==> src/rtl/lbt_pkg.sv <==
// Contract
// - Eight independent bits each way, three wires.
// - Card input inverted before reaching backplane.
// - Backplane or feedback inverted onto card output.
// - Each direction has its own mode pair.
// - 00 buffer, 01 flip-flop, 1x latch.
// - Buffer passes input without clocking; the code registers it and it arrives three pclk edges late.
// - Flip-flop captures on rising direction clock.
// - Latch transparent while gate high, else holds.
// - Feedback low: inbound element reads backplane.
// - Feedback high: inbound reads outbound element output.
// - Card enable low floats card output bus.
// - Card enable high drives card output bus; the code also needs the CTRL isolate bit clear.
// - Backplane idle if enable low or enable_n high.
// - Backplane drives only when both enables agree.
// - Elements keep working while outputs disabled.
// - Both enabled, no feedback: transparent both ways; the code also needs the CTRL isolate bit clear.
package lbt_pkg;

  localparam int unsigned LBT_DW = 8;
  localparam int unsigned LBT_AW = 12;

  localparam logic [LBT_AW-1:0] LBT_CTRL_OFS   = 12'h000;
  localparam logic [LBT_AW-1:0] LBT_STATUS_OFS = 12'h004;
  localparam logic [LBT_AW-1:0] LBT_PINS_OFS   = 12'h008;

  localparam logic [31:0] LBT_CTRL_RESET  = 32'h0000_0000;
  localparam int unsigned LBT_CTRL_ISO_BIT = 0;

  localparam int unsigned LBT_ST_OUTQ_LSB  = 0;
  localparam int unsigned LBT_ST_INQ_LSB   = 8;
  localparam int unsigned LBT_ST_CARD_BIT  = 16;
  localparam int unsigned LBT_ST_BP_BIT    = 17;
  localparam int unsigned LBT_ST_SPEED_BIT = 18;
  localparam int unsigned LBT_ST_FB_BIT    = 19;
  localparam int unsigned LBT_ST_OMODE_LSB = 20;
  localparam int unsigned LBT_ST_IMODE_LSB = 22;

  localparam int unsigned LBT_PN_CARD_LSB = 0;
  localparam int unsigned LBT_PN_BP_LSB   = 8;

  typedef enum logic [1:0] {
    LBT_BUF = 2'h0,
    LBT_FF  = 2'h1,
    LBT_LAT = 2'h3
  } lbt_mode_t;

  typedef struct packed {
    logic [LBT_DW-1:0] card_input_bus;
    logic [LBT_DW-1:0] backplane_rx;
    logic              card_output_enable;
    logic              backplane_drive_enable;
    logic              backplane_drive_enable_n;
    logic              inbound_sel_hi;
    logic              inbound_sel_lo;
    logic              outbound_sel_hi;
    logic              outbound_sel_lo;
    logic              outbound_clock_or_gate;
    logic              inbound_clock_or_gate;
    logic              feedback_select;
    logic              edge_speed_select;
  } lbt_pins_t;

  typedef struct packed {
    logic [LBT_DW-1:0] held;
    logic              gate_prev;
  } lbt_elem_state_t;

  typedef struct packed {
    lbt_pins_t         sync1;
    lbt_pins_t         sync2;
    logic              isolate;
    logic [31:0]       prdata;
    logic              pready;
    logic              pslverr;
    logic [LBT_DW-1:0] card_out;
    logic              card_oe;
    logic [LBT_DW-1:0] bp_do;
    logic [LBT_DW-1:0] bp_oe;
  } lbt_top_state_t;

  function automatic lbt_mode_t lbt_decode_mode(input logic hi, input logic lo);
    if (hi) begin
      return LBT_LAT;
    end else if (lo) begin
      return LBT_FF;
    end else begin
      return LBT_BUF;
    end
  endfunction

endpackage

==> src/rtl/lbt_elem.sv <==
`timescale 1ns/100ps
module lbt_elem (
  input  wire logic                      pclk,
  input  wire logic                      presetn,
  input  wire lbt_pkg::lbt_mode_t        mode,
  input  wire logic                      gate,
  input  wire logic [lbt_pkg::LBT_DW-1:0] din,
  output logic      [lbt_pkg::LBT_DW-1:0] q
);
  import lbt_pkg::*;

  lbt_elem_state_t r;
  lbt_elem_state_t nxt;

  // Storage runs in flip-flop and latch modes regardless of output enables.
  always_comb begin
    nxt           = r;
    nxt.gate_prev = gate;
    case (mode)
      LBT_FF: begin
        if (gate && !r.gate_prev) begin
          nxt.held = din;
        end
      end
      LBT_LAT: begin
        if (gate) begin
          nxt.held = din;
        end
      end
      default: begin
        nxt.held = r.held;
      end
    endcase
  end

  always_comb begin
    case (mode)
      LBT_BUF: q = din;
      LBT_FF:  q = r.held;
      LBT_LAT: q = gate ? din : r.held;
      default: q = din;
    endcase
  end

  always_ff @(posedge pclk or negedge presetn) begin
    if (!presetn) begin
      r <= '0;
    end else begin
      r <= nxt;
    end
  end

endmodule

==> src/rtl/lbt_xcvr.sv <==
`timescale 1ns/100ps
module lbt_xcvr (
  input  wire logic                       pclk,
  input  wire logic                       presetn,
  input  wire logic [lbt_pkg::LBT_AW-1:0] paddr,
  input  wire logic                       psel,
  input  wire logic                       penable,
  input  wire logic                       pwrite,
  input  wire logic [31:0]                pwdata,
  output logic      [31:0]                prdata,
  output logic                            pready,
  output logic                            pslverr,
  input  wire lbt_pkg::lbt_pins_t         pins,
  output logic      [lbt_pkg::LBT_DW-1:0] card_output_bus,
  output logic                            card_output_oe,
  output logic      [lbt_pkg::LBT_DW-1:0] backplane_do,
  output logic      [lbt_pkg::LBT_DW-1:0] backplane_oe
);
  import lbt_pkg::*;

  lbt_top_state_t    r;
  lbt_top_state_t    nxt;
  lbt_mode_t         out_mode;
  lbt_mode_t         in_mode;
  logic [LBT_DW-1:0] out_q;
  logic [LBT_DW-1:0] in_q;
  logic [LBT_DW-1:0] in_din;
  logic              card_active;
  logic              bp_active;
  logic [31:0]       status_word;
  logic [31:0]       pins_word;

  // Two separate mode pairs, one element per direction.
  assign out_mode = lbt_decode_mode(r.sync2.outbound_sel_hi, r.sync2.outbound_sel_lo);
  assign in_mode  = lbt_decode_mode(r.sync2.inbound_sel_hi, r.sync2.inbound_sel_lo);

  // The feedback tap is taken before the outbound inversion.
  assign in_din = r.sync2.feedback_select ? out_q : r.sync2.backplane_rx;

  assign card_active = r.sync2.card_output_enable & ~r.isolate;
  assign bp_active   = r.sync2.backplane_drive_enable & ~r.sync2.backplane_drive_enable_n
                       & ~r.isolate;

  lbt_elem u_outbound (
    .pclk    (pclk),
    .presetn (presetn),
    .mode    (out_mode),
    .gate    (r.sync2.outbound_clock_or_gate),
    .din     (r.sync2.card_input_bus),
    .q       (out_q)
  );

  lbt_elem u_inbound (
    .pclk    (pclk),
    .presetn (presetn),
    .mode    (in_mode),
    .gate    (r.sync2.inbound_clock_or_gate),
    .din     (in_din),
    .q       (in_q)
  );

  always_comb begin
    status_word                                 = '0;
    status_word[LBT_ST_OUTQ_LSB +: LBT_DW]      = out_q;
    status_word[LBT_ST_INQ_LSB +: LBT_DW]       = in_q;
    status_word[LBT_ST_CARD_BIT]                = card_active;
    status_word[LBT_ST_BP_BIT]                  = bp_active;
    status_word[LBT_ST_SPEED_BIT]               = r.sync2.edge_speed_select;
    status_word[LBT_ST_FB_BIT]                  = r.sync2.feedback_select;
    status_word[LBT_ST_OMODE_LSB +: 2]          = out_mode;
    status_word[LBT_ST_IMODE_LSB +: 2]          = in_mode;
    pins_word                                   = '0;
    pins_word[LBT_PN_CARD_LSB +: LBT_DW]        = r.sync2.card_input_bus;
    pins_word[LBT_PN_BP_LSB +: LBT_DW]          = r.sync2.backplane_rx;
  end

  // Pins pass two flops before any logic, so buffer-mode paths lag the pins by three cycles.
  always_comb begin
    nxt       = r;
    nxt.sync1 = pins;
    nxt.sync2 = r.sync1;

    nxt.card_out = ~in_q;
    nxt.card_oe  = card_active;
    nxt.bp_do    = '0;
    // Open-drain: pull low where the inverted outbound bit is low.
    nxt.bp_oe    = bp_active ? out_q : '0;

    nxt.pready  = psel & ~penable;
    nxt.pslverr = 1'b0;
    if (psel && !penable) begin
      case (paddr)
        LBT_CTRL_OFS: begin
          nxt.prdata                   = '0;
          nxt.prdata[LBT_CTRL_ISO_BIT] = r.isolate;
        end
        LBT_STATUS_OFS: nxt.prdata = status_word;
        LBT_PINS_OFS:   nxt.prdata = pins_word;
        default: begin
          nxt.prdata  = '0;
          nxt.pslverr = 1'b1;
        end
      endcase
    end
    if (psel && penable && r.pready && pwrite && paddr == LBT_CTRL_OFS) begin
      nxt.isolate = pwdata[LBT_CTRL_ISO_BIT];
    end
  end

  always_ff @(posedge pclk or negedge presetn) begin
    if (!presetn) begin
      r         <= '0;
      r.isolate <= LBT_CTRL_RESET[LBT_CTRL_ISO_BIT];
    end else begin
      r <= nxt;
    end
  end

  assign prdata          = r.prdata;
  assign pready          = r.pready;
  assign pslverr         = r.pslverr;
  assign card_output_bus = r.card_out;
  assign card_output_oe  = r.card_oe;
  assign backplane_do    = r.bp_do;
  assign backplane_oe    = r.bp_oe;

endmodule

==> config.mk <==
export PLATFORM = sky130hd
export DESIGN_NAME = lbt_xcvr
export DESIGN_NICKNAME = d
export VERILOG_FILES = /design/src/rtl/lbt_pkg.sv /design/src/rtl/lbt_elem.sv /design/src/rtl/lbt_xcvr.sv
export SDC_FILE = /design/constraint.sdc
export NUM_CORES = 1
export LEC_CHECK = 0
export BUFFER_PORTS_ARGS = -buffer_cell sky130_fd_sc_hd__buf_2
export CAP_MARGIN = 40
export CORE_AREA = 10 10 104 106
export DETAILED_ROUTE_END_ITERATION = 10
export DIE_AREA = 0 0 114 116
export HOLD_SLACK_MARGIN = 0.05
export PLACE_DENSITY = 0.91
export SLEW_MARGIN = 10
export SYNTH_ARGS = -nofsm -noshare
export SYNTH_HDL_FRONTEND = slang
export SYNTH_SLANG_ARGS = --single-unit
==> constraint.sdc <==
create_clock -name pclk -period 4.74 [get_ports pclk]
set_clock_uncertainty 0.15 [all_clocks]
set_input_delay 0.948 -clock pclk [delete_from_list [all_inputs] [get_ports pclk]]
set_output_delay 0.948 -clock pclk [all_outputs]
set_load 0.02 [all_outputs]
==> metrics.txt <==
# TYPE chip_impl_metric gauge
chip_impl_info{name="status",value="complete, no violations"} 1
chip_impl_metric{name="worst_ep_required_time",unit="ps"} 5030
chip_impl_metric{name="row_count",unit=""} 34
chip_impl_metric{name="yosysUniqueCellTypes",unit=""} 42
chip_impl_metric{name="first_global_vias",unit=""} 3216
chip_impl_metric{name="post_layout_nonfiller_instances",unit=""} 535
chip_impl_info{name="netlist_top_cells_count",value="116 x sky130_fd_sc_hd__dfrtp_1, 56 x sky130_fd_sc_hd__buf_4, 27 x sky130_fd_sc_hd__nor2_1, 17 x sky130_fd_sc_hd__nor2b_1, 12 x sky130_fd_sc_hd__o21ai_1"} 1
chip_impl_metric{name="setup_total_negative_slack",unit="ps"} 0
chip_impl_metric{name="layout.filler_cells",unit=""} 681
chip_impl_metric{name="design.die.area",unit="µm²"} 13200
chip_impl_metric{name="core-area",unit="µm²"} 8680
chip_impl_metric{name="p_total",unit="mW"} 2.50
chip_impl_metric{name="groute.usage.overall",unit="%"} 15.8
chip_impl_metric{name="final_hold_viol_count",unit=""} 0
chip_impl_metric{name="crit_path_max_fanout",unit=""} 9
chip_impl_metric{name="syn_area",unit="µm²"} 4660
chip_impl_metric{name="power.share.clock",unit="%"} 48.3
chip_impl_info{name="timing.critical_path.from_type",value="register"} 1
chip_impl_metric{name="antenna_violating_nets_post_route",unit=""} 0
chip_impl_info{name="worst_r2r_endpoint",value="prdata[12]$_DFFE_PN0P_"} 1
chip_impl_metric{name="initial_core_utilization",unit="%"} 53.7
chip_impl_metric{name="post-place-cells",unit=""} 503
chip_impl_metric{name="max-clock-path-buffers",unit=""} 2
chip_impl_metric{name="grt.overflow.total",unit=""} 0
chip_impl_metric{name="synth-warning-count",unit=""} 0
chip_impl_metric{name="detail_route.iter0.violations",unit=""} 183
chip_impl_metric{name="ys_seq_area_share",unit="%"} 62.2
chip_impl_metric{name="ff2ff_path_depth",unit=""} 4
chip_impl_info{name="crit_path_capture_type",value="register"} 1
chip_impl_metric{name="cts.hold.buffers_added",unit=""} 0
chip_impl_info{name="endpoint",value="prdata[12]$_DFFE_PN0P_"} 1
chip_impl_metric{name="drt-wirelength-per-cell",unit="µm"} 18.9
chip_impl_info{name="critical_path_class",value="register to register"} 1
chip_impl_metric{name="arrival",unit="ps"} 2520
chip_impl_metric{name="drt-pass1-iter-count",unit=""} 4
chip_impl_metric{name="grt_pass1_wl",unit="mm"} 16.3
chip_impl_metric{name="via_count",unit=""} 2933
chip_impl_metric{name="p_switching",unit="µW"} 625
chip_impl_metric{name="r2r_slack",unit="ps"} 2510
chip_impl_metric{name="timing.slew.headroom",unit="%"} 47.2
chip_impl_metric{name="cts.sinks",unit=""} 116
chip_impl_metric{name="synthToLayoutAreaGrowth",unit="%"} 16.9
chip_impl_metric{name="final.period_utilization",unit="%"} 47.1
chip_impl_metric{name="pwr-share-seq",unit="%"} 43.7
chip_impl_metric{name="period_minus_slack",unit="ps"} 2230
chip_impl_metric{name="grt_max_degree",unit=""} 51
chip_impl_metric{name="finished_core_util",unit="%"} 62.8
chip_impl_metric{name="tightestPinTransition",unit="ps"} 792
chip_impl_metric{name="ctsResizeCount",unit=""} 0
chip_impl_info{name="dominantRegCellSynth",value="sky130_fd_sc_hd__dfrtp_1"} 1
chip_impl_info{name="min_delay_path_class",value="register to register"} 1
chip_impl_metric{name="power_density",unit="nW/µm²"} 458
chip_impl_metric{name="detailed_place_hpwl",unit="mm"} 7.14
chip_impl_metric{name="peakVddDrop",unit="mV"} 0.383
chip_impl_metric{name="remaining_drc_errors",unit=""} 0
chip_impl_metric{name="power.share.switching",unit="%"} 25.0
chip_impl_metric{name="area_after_detailed_placement",unit="µm²"} 4870
chip_impl_info{name="rsz0062_at_grt",value="no"} 1
chip_impl_metric{name="design.portCount",unit=""} 135
chip_impl_metric{name="htree_levels",unit=""} 4
chip_impl_metric{name="number_of_antenna_violations_at_the_first_check_in_global_routing",unit=""} 0
chip_impl_metric{name="postSynthRegisterBits",unit=""} 116
chip_impl_metric{name="cts_made_buffers",unit=""} 17
chip_impl_metric{name="async_flop_share",unit="%"} 100
chip_impl_metric{name="achievable-frequency",unit="MHz"} 448
chip_impl_metric{name="power_report.internal_total",unit="mW"} 1.87
chip_impl_info{name="netlist_top_cells_area",value="sky130_fd_sc_hd__dfrtp_1 62%, sky130_fd_sc_hd__buf_4 9.0%, sky130_fd_sc_hd__a32oi_2 2.8%"} 1
chip_impl_metric{name="static-leakage-power",unit="nW"} 2.59
chip_impl_metric{name="antenna-diode-count",unit=""} 0
chip_impl_metric{name="drive_gt1_share",unit="%"} 35.1
chip_impl_metric{name="finalWirelength",unit="mm"} 10.1
chip_impl_info{name="synth.largest_area_cell",value="sky130_fd_sc_hd__dfrtp_1"} 1
chip_impl_info{name="synth_most_common_cell",value="sky130_fd_sc_hd__dfrtp_1"} 1
chip_impl_info{name="critical_path_start",value="r[67]$_DFF_PN0_"} 1
chip_impl_metric{name="drv_cap",unit=""} 0
chip_impl_info{name="cts-root-buf",value="sky130_fd_sc_hd__clkbuf_8"} 1
chip_impl_info{name="tritoncts",value="built"} 1
chip_impl_metric{name="fp.dieH",unit="µm"} 116
chip_impl_metric{name="hold-path-cell-count",unit=""} 0
chip_impl_info{name="r2r_start",value="r[67]$_DFF_PN0_"} 1
chip_impl_metric{name="syn_area_cell",unit="µm²"} 13.0
chip_impl_metric{name="post_cts_buffers",unit=""} 0
chip_impl_metric{name="gpl.final_weighted_congestion",unit=""} 0.792
chip_impl_metric{name="final-setup-viol-count",unit=""} 0
chip_impl_metric{name="drt-vias-per-instance",unit=""} 5.48
chip_impl_metric{name="final_net_count",unit=""} 490
chip_impl_metric{name="final-max-slew-violation-count",unit=""} 0
chip_impl_metric{name="pwr-share-comb",unit="%"} 8.0
chip_impl_metric{name="post-route-cell-area",unit="µm²"} 5450
chip_impl_metric{name="clk_pin_slew_worst_paths",unit="ps"} 60
chip_impl_metric{name="synth.top_cell.area_share",unit="%"} 62.2
chip_impl_metric{name="netlist_instances",unit=""} 358
chip_impl_metric{name="chipWidth",unit="µm"} 114
chip_impl_metric{name="synth_enable_flop_cells",unit=""} 0
chip_impl_metric{name="worstSkewPairLatency",unit="ps"} 510
chip_impl_metric{name="place.port_buffers",unit=""} 87
[critical path: stages (launching register included)]
cell                      delay [ps]
sky130_fd_sc_hd__dfrtp_1         400
sky130_fd_sc_hd__nor2b_1         580
sky130_fd_sc_hd__or2_0           700
sky130_fd_sc_hd__a32oi_2         150
sky130_fd_sc_hd__o21ai_1         180
[cell usage in the layout, fill, tap and decap left out, types with 2 or more instances in the layout]
master	Yosys	routed
sky130_fd_sc_hd__dfrtp_1	116	116
sky130_fd_sc_hd__buf_2	9	86
sky130_fd_sc_hd__nor2_1	27	27
sky130_fd_sc_hd__nor2b_1	17	17
sky130_fd_sc_hd__conb_1	1	16
sky130_fd_sc_hd__clkbuf_16	0	16
sky130_fd_sc_hd__o21ai_1	12	12
sky130_fd_sc_hd__o21ai_0	9	9
sky130_fd_sc_hd__nor3_1	9	9
sky130_fd_sc_hd__mux2i_1	9	9
sky130_fd_sc_hd__a22oi_1	9	9
sky130_fd_sc_hd__nand4b_1	8	8
sky130_fd_sc_hd__a32oi_2	8	8
sky130_fd_sc_hd__a32o_1	8	8
sky130_fd_sc_hd__mux2_2	8	8
sky130_fd_sc_hd__and2_1	7	7
sky130_fd_sc_hd__a221o_1	7	7
sky130_fd_sc_hd__clkinv_4	0	6
sky130_fd_sc_hd__a22o_1	5	5
sky130_fd_sc_hd__nand2_1	4	4
sky130_fd_sc_hd__clkbuf_8	0	4
sky130_fd_sc_hd__buf_4	56	4
sky130_fd_sc_hd__nand2b_1	3	3
sky130_fd_sc_hd__clkinvlp_4	0	3
sky130_fd_sc_hd__nor4_4	2	2
sky130_fd_sc_hd__nand4_1	2	2
sky130_fd_sc_hd__inv_6	0	2
[sequential cells by signal, indices dropped and copies added, names as in the netlist]
| signal | count |
|---|---|
| u_inbound.r | 9 |
| card_output_bus | 8 |
| pslverr | 1 |
| card_output_oe | 1 |
| r | 12 |
| u_outbound.r | 9 |
| nxt | 27 |
| backplane_oe | 8 |
| prdata | 24 |
| pins_word | 16 |
| pready | 1 |
[area by class of cell]
class / count / area, µm² / share of cell area (%)
clock buffers: 20 / 455 / 8.35
clock inverters: 12 / 123 / 2.25
inverters: 1 / 3.75 / 0.0689
multi-input cells: 186 / 1330 / 24.4
flip-flops and latches: 116 / 2900 / 53.2
well taps: 108 / 135 / 2.48
repair buffers: 92 / 503 / 9.23
[power groups by stage]
stage / logic, mW / registers [mW] / clock network [mW]
after global placement: 0.189 / 1.10 / 0
final: 0.200 / 1.09 / 1.21
after detailed placement: 0.200 / 1.11 / 0
after floorplan: 0.153 / 1.10 / 0
after global routing: 0.219 / 1.10 / 1.27
after CTS: 0.202 / 1.09 / 1.22
[routing by layer]
| layer | vias to the layer above | track usage [%] | routed length, µm |
|---|---|---|---|
| met5 | - | 0 | 0 |
| met4 | 0 | 6.52 | 186 |
| met3 | 20 | 6.56 | 797 |
| met2 | 114 | 26.7 | 5300 |
| met1 | 1477 | 17.2 | 3830 |
| li1 | 1322 | - | - |
[worst min path at each step]
stage                            startpoint                      to
after global routing      nxt[61]$_DFF_PN0_         r[61]$_DFF_PN0_
final                     nxt[65]$_DFF_PN0_         r[65]$_DFF_PN0_
after detailed placement  nxt[65]$_DFF_PN0_         r[65]$_DFF_PN0_
after floorplan           nxt[79]$_DFF_PN0_  pins_word[0]$_DFF_PN0_
after CTS                 nxt[65]$_DFF_PN0_         r[65]$_DFF_PN0_
after global placement    nxt[69]$_DFF_PN0_         r[69]$_DFF_PN0_
[through the flow]
step           hold WS, ps  setup slack, ps
6_report               197             2510
5_1_grt                201             2360
2_1_floorplan          181             2480
3_5_place_dp           185             2210
4_1_cts                197             2530
3_3_place_gp           181             1980
[logic make-up (layout without fill, tap and decap cells)]
family,count (synthesis),in the layout,share of synthesized area (%)
AOI/OAI and AO/OA,62,62,11.3
buffers and inverters,71,125,10.5
other,1,16,0.0804
DFF,116,116,62.2
muxes,18,18,4.10
and+or+nand+nor,90,90,11.8
No activity file was read; power rests on OpenSTA's default activity.
